$ cat config.mk
export PLATFORM = sky130hd
export DESIGN_NAME = cebs_event_bank
export DESIGN_NICKNAME = d
export VERILOG_FILES = /design/src/cebs_pkg.sv /design/src/cebs_event_bank.sv /design/src/cebs_short_detect.sv /design/src/cebs_w1c_reg.sv
export SDC_FILE = /design/constraint.sdc
export NUM_CORES = 1
export LEC_CHECK = 0
export ABC_AREA = 1
export ABC_CLOCK_PERIOD_IN_PS = 4400
export BUFFER_PORTS_ARGS = -buffer_cell sky130_fd_sc_hd__buf_2
export CAP_MARGIN = 20
export CORE_AREA = 4 4 109 111
export CTS_CLUSTER_DIAMETER = 50
export DETAILED_ROUTE_END_ITERATION = 6
export DIE_AREA = 0 0 113 115
export HOLD_SLACK_MARGIN = 0.1
export PLACE_DENSITY = 0.85
export SKIP_LAST_GASP = 1
export SLEW_MARGIN = 10
export SYNTH_ARGS = -nofsm -noshare
export SYNTH_HDL_FRONTEND = slang
export SYNTH_SLANG_ARGS = --single-unit
export TNS_END_PERCENT = 10
$ cat constraint.sdc
create_clock -name clk_i -period 4.4 [get_ports clk_i]
set_input_delay 0.44 -clock clk_i [delete_from_list [all_inputs] [get_ports clk_i]]
set_output_delay 0.44 -clock clk_i [all_outputs]
set_load 0.02 [all_outputs]
$ cat src/cebs_pkg.sv
package cebs_pkg;

    localparam int CEBS_NCH = 4;

    // register offsets on the serial register port
    localparam logic [7:0] CEBS_ADDR_EV01   = 8'h19;
    localparam logic [7:0] CEBS_ADDR_EV23   = 8'h1A;
    localparam logic [7:0] CEBS_ADDR_THERM  = 8'h1B;
    localparam logic [7:0] CEBS_ADDR_LIVE01 = 8'h1C;
    localparam logic [7:0] CEBS_ADDR_LIVE23 = 8'h1D;

    localparam logic [7:0] CEBS_RESET_BYTE = 8'h00;
    localparam logic [7:0] CEBS_EV_RSVD    = 8'h88;

    // field positions inside one byte; odd channel adds CEBS_HI_OFS
    localparam int CEBS_HI_OFS  = 4;
    localparam int CEBS_EV_PG   = 2;
    localparam int CEBS_EV_SC   = 1;
    localparam int CEBS_EV_IL   = 0;
    localparam int CEBS_ST_EN   = 3;
    localparam int CEBS_ST_PG   = 2;
    localparam int CEBS_ST_IL   = 0;
    localparam int CEBS_TH_SD   = 3;
    localparam int CEBS_TH_WARN = 2;

    // start-up short timeout, longest time so rounded down
    localparam int CEBS_CLK_MHZ        = 250;
    localparam int CEBS_SC_TIMEOUT_US  = 1000;
    localparam int CEBS_SC_TIMEOUT_CYC = CEBS_SC_TIMEOUT_US * CEBS_CLK_MHZ;

    typedef struct packed {
        logic [CEBS_NCH-1:0] enabled;
        logic [CEBS_NCH-1:0] above_pgood;
        logic [CEBS_NCH-1:0] above_short;
        logic [CEBS_NCH-1:0] curlimit;
        logic                thermal_sd;
        logic                thermal_warn;
    } cebs_live_s;

    typedef struct packed {
        logic       wr;
        logic       rd;
        logic [7:0] addr;
        logic [7:0] wdata;
    } cebs_req_s;

    // place the nibbles of an even/odd channel pair into one byte, even channel low
    function automatic logic [7:0] cebs_pair(input logic [3:0] lo, input logic [3:0] hi);
        cebs_pair = {hi, lo};
    endfunction : cebs_pair

endpackage : cebs_pkg

$ cat src/cebs_event_bank.sv
`timescale 1ns/10ps
// Function
// - pgood event on output reaching threshold
// - short event when output drops while operating
// - short event if not up within 1 ms
// - curlimit event while limiting was active
// - write one clears, zero leaves bit
// - live thermal shutdown at bit 3
// - live thermal warning at bit 2
// - live enable status at bits 7/3
// - live pgood reads one when below
// - live curlimit at bits 4/0
// - live bits follow inputs, unlatched
// - channel summary clears when events all cleared
// - mask one blocks interrupt, status untouched
module cebs_event_bank
    import cebs_pkg::*;
#(
    parameter int SC_TIMEOUT_CYC = CEBS_SC_TIMEOUT_CYC
) (
    // clock and reset
    input  wire logic                clk_i,
    input  wire logic                rst_i,
    // register port
    input  wire cebs_req_s           req_i,
    output logic                     rvalid_o,
    output logic [7:0]               rdata_o,
    // converter and die conditions
    input  wire cebs_live_s          live_i,
    // interrupt blocking per channel
    input  wire logic [CEBS_NCH-1:0] pgood_irq_block_i,
    input  wire logic [CEBS_NCH-1:0] curlimit_irq_block_i,
    // summary and interrupt
    output logic [CEBS_NCH-1:0]      summary_pending_o,
    output logic                     irq_o
);

    logic [CEBS_NCH-1:0] pgood_prev_reg;
    logic [CEBS_NCH-1:0] pgood_evt;
    logic [CEBS_NCH-1:0] short_evt;
    logic [3:0]          nib_set  [CEBS_NCH];
    logic [7:0]          ev_set   [2];
    logic [7:0]          ev_clr   [2];
    logic [7:0]          ev_q     [2];
    logic [3:0]          ev_nib   [CEBS_NCH];
    logic [3:0]          live_nib [CEBS_NCH];
    logic [3:0]          blk_nib  [CEBS_NCH];
    logic [7:0]          rd_byte;
    logic [7:0]          rdata_reg;
    logic                rvalid_reg;
    logic [CEBS_NCH-1:0] summary_reg;
    logic                irq_reg;
    logic                irq_next;

    // edge of output crossing the power-good threshold
    always_ff @(posedge clk_i or posedge rst_i) begin
        if (rst_i) begin
            pgood_prev_reg <= '0;
        end else begin
            pgood_prev_reg <= live_i.above_pgood;
        end
    end

    assign pgood_evt = live_i.above_pgood & ~pgood_prev_reg;

    for (genvar c = 0; c < CEBS_NCH; c++) begin : g_ch
        cebs_short_detect #(
            .TIMEOUT_CYC (SC_TIMEOUT_CYC)
        ) u_short (
            .clk_i       (clk_i),
            .rst_i       (rst_i),
            .enabled_i   (live_i.enabled[c]),
            .above_i     (live_i.above_short[c]),
            .short_evt_o (short_evt[c])
        );

        always_comb begin
            nib_set[c]             = '0;
            nib_set[c][CEBS_EV_PG] = pgood_evt[c];
            nib_set[c][CEBS_EV_SC] = short_evt[c];
            nib_set[c][CEBS_EV_IL] = live_i.curlimit[c];
        end

        // live bits straight from the conditions, no latching
        always_comb begin
            live_nib[c]             = '0;
            live_nib[c][CEBS_ST_EN] = live_i.enabled[c];
            live_nib[c][CEBS_ST_PG] = ~live_i.above_pgood[c];
            live_nib[c][CEBS_ST_IL] = live_i.curlimit[c];
        end

        // short faults have no blocking bit of their own
        always_comb begin
            blk_nib[c]             = '0;
            blk_nib[c][CEBS_EV_PG] = pgood_irq_block_i[c];
            blk_nib[c][CEBS_EV_IL] = curlimit_irq_block_i[c];
        end

        assign ev_nib[c] = (c % 2 == 1) ? ev_q[c / 2][CEBS_HI_OFS +: 4] : ev_q[c / 2][3:0];
    end

    for (genvar p = 0; p < 2; p++) begin : g_pair
        localparam logic [7:0] ADDR = (p == 0) ? CEBS_ADDR_EV01 : CEBS_ADDR_EV23;

        assign ev_set[p] = cebs_pair(nib_set[2 * p], nib_set[2 * p + 1]);
        assign ev_clr[p] = (req_i.wr && req_i.addr == ADDR) ? req_i.wdata : 8'h00;

        cebs_w1c_reg #(
            .WIDTH (8),
            .RSVD  (CEBS_EV_RSVD)
        ) u_flags (
            .clk_i (clk_i),
            .rst_i (rst_i),
            .set_i (ev_set[p]),
            .clr_i (ev_clr[p]),
            .q_o   (ev_q[p])
        );
    end

    // read decode; unmapped offsets read zero
    always_comb begin
        rd_byte = CEBS_RESET_BYTE;
        unique case (req_i.addr)
            CEBS_ADDR_EV01:   rd_byte = ev_q[0];
            CEBS_ADDR_EV23:   rd_byte = ev_q[1];
            CEBS_ADDR_THERM: begin
                rd_byte[CEBS_TH_SD]   = live_i.thermal_sd;
                rd_byte[CEBS_TH_WARN] = live_i.thermal_warn;
            end
            CEBS_ADDR_LIVE01: rd_byte = cebs_pair(live_nib[0], live_nib[1]);
            CEBS_ADDR_LIVE23: rd_byte = cebs_pair(live_nib[2], live_nib[3]);
            default:          rd_byte = CEBS_RESET_BYTE;
        endcase
    end

    always_ff @(posedge clk_i or posedge rst_i) begin
        if (rst_i) begin
            rdata_reg  <= CEBS_RESET_BYTE;
            rvalid_reg <= 1'b0;
        end else begin
            rvalid_reg <= req_i.rd;
            if (req_i.rd) begin
                rdata_reg <= rd_byte;
            end
        end
    end

    // summary reflects the flags as stored, so it drops the cycle after the last clear
    always_ff @(posedge clk_i or posedge rst_i) begin
        if (rst_i) begin
            summary_reg <= '0;
        end else begin
            for (int c = 0; c < CEBS_NCH; c++) begin
                summary_reg[c] <= |ev_nib[c];
            end
        end
    end

    always_comb begin
        irq_next = 1'b0;
        for (int c = 0; c < CEBS_NCH; c++) begin
            irq_next = irq_next | (|(ev_nib[c] & ~blk_nib[c]));
        end
    end

    always_ff @(posedge clk_i or posedge rst_i) begin
        if (rst_i) begin
            irq_reg <= 1'b0;
        end else begin
            irq_reg <= irq_next;
        end
    end

    assign rdata_o           = rdata_reg;
    assign rvalid_o          = rvalid_reg;
    assign summary_pending_o = summary_reg;
    assign irq_o             = irq_reg;
endmodule : cebs_event_bank

$ cat src/cebs_short_detect.sv
`timescale 1ns/10ps
module cebs_short_detect
    import cebs_pkg::*;
#(
    parameter int TIMEOUT_CYC = CEBS_SC_TIMEOUT_CYC
) (
    // clock and reset
    input  wire logic clk_i,
    input  wire logic rst_i,
    // channel state
    input  wire logic enabled_i,
    input  wire logic above_i,
    // one-cycle short event
    output logic      short_evt_o
);

    localparam int CW = $clog2(TIMEOUT_CYC + 1);
    localparam logic [CW-1:0] LAST = CW'(TIMEOUT_CYC - 1);

    typedef enum logic [3:0] {
        SD_IDLE = 4'h1,
        SD_RAMP = 4'h2,
        SD_RUN  = 4'h4,
        SD_HOLD = 4'h8
    } cebs_sd_e;

    cebs_sd_e      state_reg;
    logic [CW-1:0] cnt_reg;
    logic          evt_reg;

    always_ff @(posedge clk_i or posedge rst_i) begin
        if (rst_i) begin
            state_reg <= SD_IDLE;
            evt_reg   <= 1'b0;
        end else begin
            evt_reg <= 1'b0;
            unique case (state_reg)
                SD_IDLE: begin
                    if (enabled_i) begin
                        state_reg <= SD_RAMP;
                    end
                end
                SD_RAMP: begin
                    if (!enabled_i) begin
                        state_reg <= SD_IDLE;
                    end else if (above_i) begin
                        state_reg <= SD_RUN;
                    end else if (cnt_reg == LAST) begin
                        evt_reg   <= 1'b1;
                        state_reg <= SD_HOLD;
                    end
                end
                SD_RUN: begin
                    if (!enabled_i) begin
                        state_reg <= SD_IDLE;
                    end else if (!above_i) begin
                        evt_reg   <= 1'b1;
                        state_reg <= SD_HOLD;
                    end
                end
                SD_HOLD: begin
                    // one event per fault; rearm once the output recovers
                    if (!enabled_i) begin
                        state_reg <= SD_IDLE;
                    end else if (above_i) begin
                        state_reg <= SD_RUN;
                    end
                end
                default: state_reg <= SD_IDLE;
            endcase
        end
    end

    always_ff @(posedge clk_i or posedge rst_i) begin
        if (rst_i) begin
            cnt_reg <= '0;
        end else if (state_reg == SD_RAMP) begin
            cnt_reg <= cnt_reg + CW'(1);
        end else begin
            cnt_reg <= '0;
        end
    end

    assign short_evt_o = evt_reg;
endmodule : cebs_short_detect

$ cat src/cebs_w1c_reg.sv
`timescale 1ns/10ps
module cebs_w1c_reg
    import cebs_pkg::*;
#(
    parameter int         WIDTH = 8,
    parameter logic [7:0] RSVD  = CEBS_EV_RSVD
) (
    // clock and reset
    input  wire logic             clk_i,
    input  wire logic             rst_i,
    // hardware set, software clear
    input  wire logic [WIDTH-1:0] set_i,
    input  wire logic [WIDTH-1:0] clr_i,
    // stored flags
    output logic      [WIDTH-1:0] q_o
);

    logic [WIDTH-1:0] q_reg;
    logic [WIDTH-1:0] q_next;
    logic [WIDTH-1:0] keep;

    assign keep   = ~RSVD[WIDTH-1:0];
    // set after clear so an event in the clearing cycle survives
    assign q_next = ((q_reg & ~clr_i) | set_i) & keep;

    always_ff @(posedge clk_i or posedge rst_i) begin
        if (rst_i) begin
            q_reg <= CEBS_RESET_BYTE[WIDTH-1:0];
        end else begin
            q_reg <= q_next;
        end
    end

    assign q_o = q_reg;
endmodule : cebs_w1c_reg

# ---- After elaboration in Yosys (flattened, before gate mapping)
# Index checks and enable logic that the tools add are counted.
dict set report totals {
  register_bits 122
  out_inout_bits 14
  word_cells 170
}
dict set report classes {
  n_addsub 4
  n_eq_ne 41
  n_mux 69
  bitwise_logic 23
  n_reduce_logical 14
}
# op count
set ops {}
lappend ops {{$mux W4} 32}
lappend ops {{$pmux W4 S4} 5}
lappend ops {{$add A18 B1 Y18 const B} 4}
lappend ops {{$eq A18 B18 Y1 const B} 4}
lappend ops {{$mux W18} 4}
lappend ops {{$eq A8 B5 Y1 const B} 5}
lappend ops {{$ne A3 B3 Y1 const B} 8}
lappend ops {{$mux W1} 20}
lappend ops {{$and A3 B4 Y4} 4}
lappend ops {{$eq A4 B1 Y1 const B} 4}
lappend ops {{$eq A4 B2 Y1 const B} 4}
lappend ops {{$eq A4 B3 Y1 const B} 4}
lappend ops {{$eq A4 B4 Y1 const B} 4}
lappend ops {{$ne A4 B3 Y1 const B} 4}
lappend ops {{$not A3 Y4} 4}
lappend ops {{$reduce_and A4 Y1} 4}
lappend ops {{$reduce_or A4 Y1} 4}
lappend ops {{$and A7 B7 Y7} 2}
lappend ops {{$mux W7} 2}
lappend ops {{$not A7 Y7} 2}
lappend ops {{$or A7 B7 Y7} 2}
lappend ops {{$reduce_or A3 Y1} 4}
lappend ops {{$pmux W2 S5} 1}
lappend ops {{$ne A2 B2 Y1 const B} 4}
lappend ops {{7 further kinds} 16}

# ---- Longest topological paths before layout
# Gate-level depths: netlist (run 1).
dict set report logic_depth {
  word_depth 6
  depth_mapped 9
  depth_no_buf 9
}

# ---- Hierarchy
# A second synthesis (run 1) with hierarchy kept.
dict set report unflattened {
  cells_unflattened 951
  area_unflattened_um2 6982.9
}
# mod n_inst cells_per_inst area_per_inst_um2 seq_area_each_um2
set by_module_without_submodules {}
lappend by_module_without_submodules {cebs_short_detect 4 177 1303.8 576.8}
lappend by_module_without_submodules {cebs_event_bank 1 175 1242.4 450.4}
lappend by_module_without_submodules {cebs_w1c_reg 2 34 262.8 150.1}

# ---- Worst setup path before layout (run 1)
# OpenSTA, ideal clock, no wires.
dict set report synth_timing {
  path_kind {reg2reg}
  start {register g_ch[1].u_short.cnt_reg[0]}
  end {register g_ch[1].u_short.cnt_reg[14]}
  arrival_ns 1.135
  required_ns 4.281
  path_slack_ns 3.146
  path_stages_with_launch 9
  synth_period_minus_slack_ns 1.254
  path_cell_list {dfrtp_1 -> ha_1 -> nand2_1 -> nor2_2 -> nand3_2 -> nor2_4 -> nand3_1 -> nand2_1 -> nor2_1}
}
dict set report synth_between {
  elab_chain_len 2
}
# item line_no
set synth_rtl {}
lappend synth_rtl {{from (decl)} cebs_short_detect.sv:28} ;# logic [CW-1:0] cnt_reg;
lappend synth_rtl {{from (signal assigned)} cebs_short_detect.sv:78} ;# cnt_reg <= cnt_reg + CW'(1);
lappend synth_rtl {{$add A18 B1 Y18} cebs_short_detect.sv:78}
lappend synth_rtl {{$mux W18} cebs_short_detect.sv:77} ;# end else if (state_reg == SD_RAMP) begin
# No other way between the ends.
# A chain may end at the register's enable or synchronous reset.

# ---- Worst setup path after layout (run 1)
dict set report layout_timing {
  start {register g_ch[2].u_short.state_reg[2]}
  end {register g_ch[2].u_short.cnt_reg[11]}
}
dict set report layout_between {
  elab_chain_len 2
}
# item line_no
set layout_rtl {}
lappend layout_rtl {{from (decl)} cebs_short_detect.sv:27} ;# cebs_sd_e state_reg;
lappend layout_rtl {{from (signal assigned)} cebs_short_detect.sv:33} ;# state_reg <= SD_IDLE;
lappend layout_rtl {{from (signal assigned)} cebs_short_detect.sv:40} ;# state_reg <= SD_RAMP;
lappend layout_rtl {{from (signal assigned)} cebs_short_detect.sv:45} ;# state_reg <= SD_IDLE;
lappend layout_rtl {{$eq A4 B2 Y1} cebs_short_detect.sv:77}
lappend layout_rtl {{$mux W18} cebs_short_detect.sv:77}
lappend layout_rtl {{to (signal assigned)} cebs_short_detect.sv:78}
lappend layout_rtl {{to (decl)} cebs_short_detect.sv:28}
# No other way between the ends.

==> metrics.md, run 1 <==
| Metric | Value |
|---|---|
| DPL Wire Length | `around 11000 µm` |
| Max Root-Sink Buffers | `2` |
| Post-DR wirelength/cell | `13.8 µm` |
| Pre-antenna DRT Iters | `6` |
| Placement Cell Area | `between 6000 and 7000 µm²` |
| CP max stage cell | `dfrtp_1` |
| Peak supply drop | `0.245 mV` |
| Layout area overhead | `15.4%` |
| DR vias | `just under 6000` |
| Sw Ratio | `a little over a quarter` |
| Share of layout cells above drive strength 1 | `14.6%` |
| Total clock buffers created by CTS | `17` |
| Post-synth cell types | `33` |
| Final hold viol count | `0` |
| Synth Instances | `approximately 850` |
| GRT overflow | `0` |
| Max cap viols | `0` |
| CP cell instances | `nor2_2, nand3_1, inv_1, o21ai_0, a2bb2oi_1` |
| Synth Area in Compound Gates | `under 10%` |
| I/O Pins | `60` |
| Die width | `around 110 µm` |
| Row cnt | `38` |
| Post-synth EDFFs | `0` |
| Antenna viol nets, final | `0` |
| Postcts setup bufs | `0` |
| Post-synthesis mux area share | `0%` |
| Status | `finished clean` |
| Crit path buffers/inverters | `1` |
| RSZ-0062 raised after global routing | `false` |
| Req. time, crit path | `just under 5 ns` |
| Fin crit share | `roughly two fifths` |
| DRT iter0 DRCs | `around 460` |
| Initial core utilization | `between 50 and 60%` |
| Largest net degree at the start of global routing | `60` |
| CTS clk-pin slew, worst paths | `around 0.060 ns` |
| Seq/Total Area, Yosys | `approximately 47%` |
| Worst-Skew Late Latency | `approximately 0.53 ns` |
| Post-Route WL | `14900 µm` |
| Asr flop ratio synth | `100%` |
| CP Capture Type | `flop` |
| Xor/xnor cell area share of the yosys netlist | `0.407%` |
| WP data arrival | `~2.3 ns` |
| Register bit count reported by yosys | `about 120` |
| Largest family of logic cells by synthesized area | `simple AND/OR/NAND/NOR gates` |
| Tot GR Track Use | `roughly 24%` |
| Die H | `approximately 120 µm` |
| PwrDens | `378 nW/µm²` |
| Vias in the first global route | `about 5600` |
| Synth warnings | `0` |
| Antenna violations before repair | `0` |
| Seq pwr share | `about 44%` |
| Pint | `just over 0.002 W` |
| N_diodes | `0` |
| Synth Flop Type | `dfrtp_1` |
| CTS tree | `done` |
| Worst slew margin | `between 50% and 60%` |
| Layout Skew | `~0.0069 ns` |
| Max reg flops | `between 70 and 80` |
| Simple-gate area share of the yosys netlist | `a little over a third` |
| Clk root buf | `clkbuf_8` |
| Clk pwr share | `44.5%` |
| Post-Syn Nets | `903` |
| Post-CTS Resized | `0` |
| # port buffers | `between 50 and 60` |
| Crit path time final | `around 1.8 ns` |
| Worst-Margin Slew | `slightly above 0.7 ns` |
| Crit start category | `flop` |
| Fmax | `roughly 0.56 GHz` |
| Adder-cell share of the synthesized area | `0.775%` |
| Average vias per placed instance | `roughly 5.4` |
| Multi-input logic area | `~2900 µm²` |
| Post-Syn Area | `roughly 6500 µm²` |
| Leakage | `3.48 nW` |
| Die area | `13000 µm²` |
| Switching Power | `approximately 0.00075 W` |
| Final setup violation count | `0` |
| # DRC | `0` |
| Reg area | `roughly 3100 µm²` |
| Top Family by Delay on Critical Path | `simple AND/OR/NAND/NOR gates` |
| Logic pwr share | `between 10% and 20%` |
| Nets | `approximately 980` |
| CTS sink cnt | `between 100 and 150` |
| CP peak stage delay | `between 0.4 and 0.5 ns` |
| Syn Area/Cell | `7.57 µm²` |
| Crit path max fanout | `11` |
| Core area | `around 11000 µm²` |
| Setup Total Neg Slack | `0 ns` |
| Layout fillers | `between 800 and 900` |
| Final Max Tran Viols | `0` |
| Design Area, Final | `approximately 7400 µm²` |
| First-pass GRT wire length | `~25000 µm` |
| Gpl congestion | `a little under 0.9` |
| CP Class | `flop to flop` |
| H-tree depth | `4` |
| Worst Hold Class | `input pin to flop` |
[layout by cell type, fill, tap and decap left out, types with 7 or more instances in the layout]
master,n
a21oi_1,31
nor2_1,139
nand3_2,8
nor2_2,12
nor3_1,37
dfrtp_1,118
buf_2,57
o22ai_1,12
nand3_1,81
inv_2,9
inv_1,110
nand4_1,26
o21ai_0,21
nand2_2,8
o21ai_1,7
nand2_1,177
clkbuf_8,7
clkbuf_16,16
nor2_4,11
o21bai_1,8
[synthesized netlist by cell type, types with 4 or more instances]
master	n	area, µm²
nand2_1	177	664
nor2_1	139	522
dfrtp_1	118	2950
inv_1	111	417
nand3_1	81	405
nor3_1	37	185
a21oi_1	31	155
nand4_1	26	163
o21ai_0	21	105
nor2_2	12	75.1
o22ai_1	12	75.1
nor2_4	11	124
inv_2	9	33.8
nand2_2	8	50.1
nand3_2	8	80.1
o21bai_1	8	60.1
o21ai_1	7	35.0
buf_2	4	20.0
dfstp_2	4	105
ha_1	4	50.1
nand3b_1	4	30.0
nor4_1	4	25.0
[what timing repair did]
action                     4_1_cts  5_1_grt
hold endpoints to repair        60        0
setup endpoints to repair        0        0
hold buffers                     5        0
[power by group through the flow]
| stage | combinational (W) | sequential (W) | clock, W |
|---|---|---|---|
| CTS | 0.000335 | 0.00123 | 0.00126 |
| global placement | 0.000323 | 0.00124 | 0 |
| detailed placement | 0.000329 | 0.00124 | 0 |
| finish | 0.000338 | 0.00123 | 0.00125 |
| global route | 0.000389 | 0.00123 | 0.00132 |
| floorplan | 0.000256 | 0.00124 | 0 |
[through the flow]
stage	util, %	power, W	hold slack [ns]	instances	worst slack (ns)
final	69.0	0.00282	0.126	1077	2.60
after global routing	69.0	0.00294	0.115	1077	2.43
after CTS	69.0	0.00282	0.114	1077	2.65
after detailed placement	63.6	0.00157	0.417	1041	2.56
after global placement	63.6	0.00157	0.413	1041	2.61
after floorplan	-	0.00149	0.410	853	0.724
[cell families (layout without fill, tap and decap cells)]
family | after synthesis | count (layout)
flip-flops | 122 | 122
AND/OR/NAND/NOR | 509 | 509
buffers and inverters | 132 | 216
AO/OA/AOI/OAI | 83 | 83
adder cells (fa/ha/maj) | 4 | 4
XOR/XNOR | 3 | 3
[cell type report]
type | instances | area share, %
Tap cell | 140 | 2.35
Inverter | 121 | 6.13
Timing Repair Buffer | 64 | 4.71
Clock inverter | 2 | 0.134
Multi-Input combinational cell | 599 | 38.6
Sequential cell | 122 | 41.1
Clock buffer | 29 | 6.97
[routing by layer]
metal  wire length (µm)  vias to the layer above  track usage, %
li1                   -                     2908               -
met1               6410                     2714            30.5
met2               7220                      187            40.0
met3                982                       22            7.16
met4                263                        0            8.81
met5                  0                        -               0
[path summary, 6_finish.rpt]
check | startpoint | end | slack [ns] | depth (start not counted)
setup / recovery | g_ch[2].u_short.state_reg[2] | g_ch[2].u_short.cnt_reg[11] | 2.60 | 5
hold / removal | live_i[17] | g_ch[3].u_short.state_reg[0] | 0.13 | 2
setup reg to reg | g_ch[2].u_short.state_reg[2] | g_ch[2].u_short.cnt_reg[11] | 2.60 | 5
hold reg to reg | pgood_prev_reg[0] | g_pair[0].u_flags.q_o[2] | 0.43 | 1
max in group asynchronous | rst_i | g_ch[3].u_short.state_reg[0] | 2.81 | 4
min in group asynchronous | rst_i | g_ch[2].u_short.cnt_reg[3] | 0.60 | 3
(Power assumes the default switching activity.)
==> run 2, diff against run 1 <==
--- a/config.mk
+++ b/config.mk
@@ -6,15 +6,15 @@
 export NUM_CORES = 1
 export LEC_CHECK = 0
 export ABC_AREA = 1
-export ABC_CLOCK_PERIOD_IN_PS = 4400
+export ABC_CLOCK_PERIOD_IN_PS = 1500
 export BUFFER_PORTS_ARGS = -buffer_cell sky130_fd_sc_hd__buf_2
 export CAP_MARGIN = 20
-export CORE_AREA = 4 4 109 111
+export CORE_AREA = 4 4 115 117
 export CTS_CLUSTER_DIAMETER = 50
 export DETAILED_ROUTE_END_ITERATION = 6
-export DIE_AREA = 0 0 113 115
+export DIE_AREA = 0 0 119 121
 export HOLD_SLACK_MARGIN = 0.1
-export PLACE_DENSITY = 0.85
+export PLACE_DENSITY = 0.81
 export SKIP_LAST_GASP = 1
 export SLEW_MARGIN = 10
 export SYNTH_ARGS = -nofsm -noshare
==> constraint.sdc (replaced) <==
create_clock -name clk_i -period 1.5 [get_ports clk_i]
set_input_delay 0.15 -clock clk_i [delete_from_list [all_inputs] [get_ports clk_i]]
set_output_delay 0.15 -clock clk_i [all_outputs]
set_load 0.02 [all_outputs]
==> run 2 against run 1 <==
Clock-buffer cell count decreased by 10. Wire length increased by 3.1%. Worst setup slack got worse by 2.5 ns. Sequential share of layout area decreased by 2.0 points. Register-to-register slack got worse by 2.5 ns. Final cell count increased by 5.6%. Critical path depth increased by 3. Worst hold slack got worse by 0.052 ns. Flip-flop and latch count unchanged. Largest cell class unchanged. Largest power group unchanged. Highest routed layer unchanged.
==> metrics.md, run 2 (synthesis results as in run 1) <==
| Metric | Value |
|---|---|
| Placement Cell Area | `7010 µm² (+2.1%)` |
| Antenna violations before repair | `0 (unchanged)` |
| Pre-antenna DRT Iters | `5 (-1)` |
| DP Cell Count | `1082 (+3.9%)` |
| Worst slew margin | `69.9% (+18 points)` |
| DR vias | `5976 (+2.5%)` |
| Max Root-Sink Buffers | `2 (unchanged)` |
| Final WS setup | `0.0576 ns (-2.54 ns)` |
| Commonest non-fill, non-tap cell in the layout | `nand2_1` |
| Final Max Tran Viols | `0 (unchanged)` |
| Reg2Reg Setup Slack | `0.06 ns (-2.54 ns)` |
| CP Capture Type | `flop` |
| Total clock buffers created by CTS | `17 (unchanged)` |
| Clk root buf | `clkbuf_16` |
| Crit path time final | `1.44 ns (-0.358 ns)` |
| Multi-input logic area | `2890 µm² (+0.44%)` |
| Dpl ws | `0.0774 ns (-2.49 ns)` |
| Most frequent cells in the layout | `nand2_1 (176), nor2_1 (138), dfrtp_1 (118)` |
| First-pass GRT wire length | `26000 µm (+3.1%)` |
| Reg2reg start | `g_ch[1].u_short.cnt_reg[0]` |
| N_diodes | `0 (unchanged)` |
| Average vias per placed instance | `5.26 (-2.9%)` |
| R2R depth | `8 (+3)` |
| Worst-Margin Slew | `0.450 ns (-0.276 ns)` |
| Max cap viols | `0 (unchanged)` |
| Final setup violation count | `0 (unchanged)` |
| Peak supply drop | `0.697 mV (+180%)` |
| CTS clk-pin slew, worst paths | `0.06 ns (about the same)` |
| # DRC | `0 (unchanged)` |
| Hold slack | `0.0742 ns (-0.0516 ns)` |
| Die area | `14400 µm² (+11%)` |
| Share of layout cells above drive strength 1 | `16.5% (+1.9 points)` |
| Non-filler cells, final | `1137 (+5.6%)` |
| Post-DR wirelength/cell | `13.5 µm (-2.4%)` |
| Post-Route WL | `15300 µm (+3.1%)` |
| Fin crit share | `96.2% (+55 points)` |
| Max reg flops | `72 (unchanged)` |
| RSZ-0062 raised after global routing | `true` |
| CP startpoint | `g_ch[1].u_short.cnt_reg[0]` |
| Reg area | `3060 µm² (unchanged)` |
| CTS tree | `done` |
| Hold_sp | `curlimit_irq_block_i[2]` |
| Leakage | `3.62 nW (+4.2%)` |
| Hold EP | `irq_o` |
| Row cnt | `41 (+7.9%)` |
| Req. time, crit path | `1.80 ns (-3.06 ns)` |
| GRT overflow | `0 (unchanged)` |
| Layout Skew | `0.00631 ns (-0.000627 ns)` |
| Status | `finished clean` |
| Layout fillers | `1016 (+15%)` |
| Worst Hold Class | `input pin to flop` |
| FF-to-FF End | `g_ch[1].u_short.cnt_reg[14]` |
| Hold Crit Depth | `4 (+2)` |
| Initial core utilization | `52.2% (-7.6 points)` |
| Antenna viol nets, final | `0 (unchanged)` |
| Design Area, Final | `7830 µm² (+5.2%)` |
| DRT iter0 DRCs | `626 (+38%)` |
| Die H | `121 µm (+5.2%)` |
| CP Class | `flop to flop` |
| Gpl congestion | `0.922 (+5.2%)` |
| # port buffers | `57 (unchanged)` |
| CTS sink cnt | `122 (unchanged)` |
| Nets | `1002 (+2.8%)` |
| Core area | `12400 µm² (+15%)` |
| Largest net degree at the start of global routing | `49 (-18%)` |
| Fmax | `0.693 GHz (+25%)` |
| Final hold viol count | `0 (unchanged)` |
| Crit start category | `flop` |
| H-tree depth | `4 (unchanged)` |
| Worst-Skew Late Latency | `0.41 ns (-0.12 ns)` |
| Vias in the first global route | `5691 (+1.0%)` |
| Layout area overhead | `21.4%` |
| DPL Wire Length | `10600 µm (+0.21%)` |
| Die width | `119 µm (+5.3%)` |
| WP data arrival | `1.74 ns (-0.52 ns)` |
| Crit path max fanout | `7 (-4)` |
| I/O Pins | `60 (unchanged)` |
| PwrDens | `1130 nW/µm² (+200%)` |
| Tot GR Track Use | `22.3% (-2.0 points)` |
run 2: through the flow:
stage | total power, W | util [%] | setup TNS, ns
after floorplan | 0.00439 | - | -17.00
after global placement | 0.00467 | 56.7 | 0
after detailed placement | 0.00470 | 56.7 | 0
after CTS | 0.00880 | 63.2 | 0
after global routing | 0.00920 | 63.4 | -0.458
final | 0.00882 | 63.4 | 0
run 2: what timing repair did:
item | 4_1_cts | 5_1_grt
setup buffers | 0 | 3
hold buffers | 21 | 0
resized for setup | 0 | 6
endpoints found under the hold margin | 151 | 0
setup endpoints to repair | 0 | 21
run 2: worst max-delay path by stage:
stage                     slack (ns)                           to  cells after the start
after CTS                       0.03                        irq_o                      5
after floorplan                -0.14   g_ch[0].u_short.cnt_reg[0]                      1
after global placement          0.13  g_ch[1].u_short.cnt_reg[14]                      8
after global routing           -0.05  g_ch[1].u_short.cnt_reg[14]                      8
after detailed placement        0.08  g_ch[1].u_short.cnt_reg[14]                      8
final                           0.06  g_ch[1].u_short.cnt_reg[14]                      8
run 2: final cells by class:
class                      count  area share [%]
multi-input combinational    599            36.9
clock buffer                  19            5.53
inverter                     121            5.85
tap                          172            2.75
sequential                   122            39.0
timing repair buffer          91            8.02
clock inverter                13            1.95
run 2: power by group:
| group | internal, W | switching, W | total, W |
|---|---|---|---|
| sequential | 0.00348 | 0.000123 | 0.00360 |
| combinational | 0.000418 | 0.000730 | 0.00115 |
| clock | 0.00259 | 0.00148 | 0.00407 |
| total | 0.00649 | 0.00233 | 0.00882 |
run 2: critical path, stage by stage (launching register included):
cell     delay [ns]
dfrtp_1        0.35
ha_1           0.16
nand2_1        0.10
nor2_2         0.18
nand3_4        0.12
nor2_4         0.20
nand3_1        0.10
nand2_1        0.08
nor2_1         0.04
run 2: metal layers:
metal | global-route usage [%] | routed length [µm] | part of all wire [%] | vias to the layer above
met5 | 0 | 0 | 0 | -
met2 | 36.2 | 7400 | 48 | 205
met3 | 5.27 | 866 | 5.7 | 26
met4 | 8.40 | 359 | 2.3 | 0
met1 | 29.0 | 6700 | 44 | 2778
li1 | - | - | - | 2967
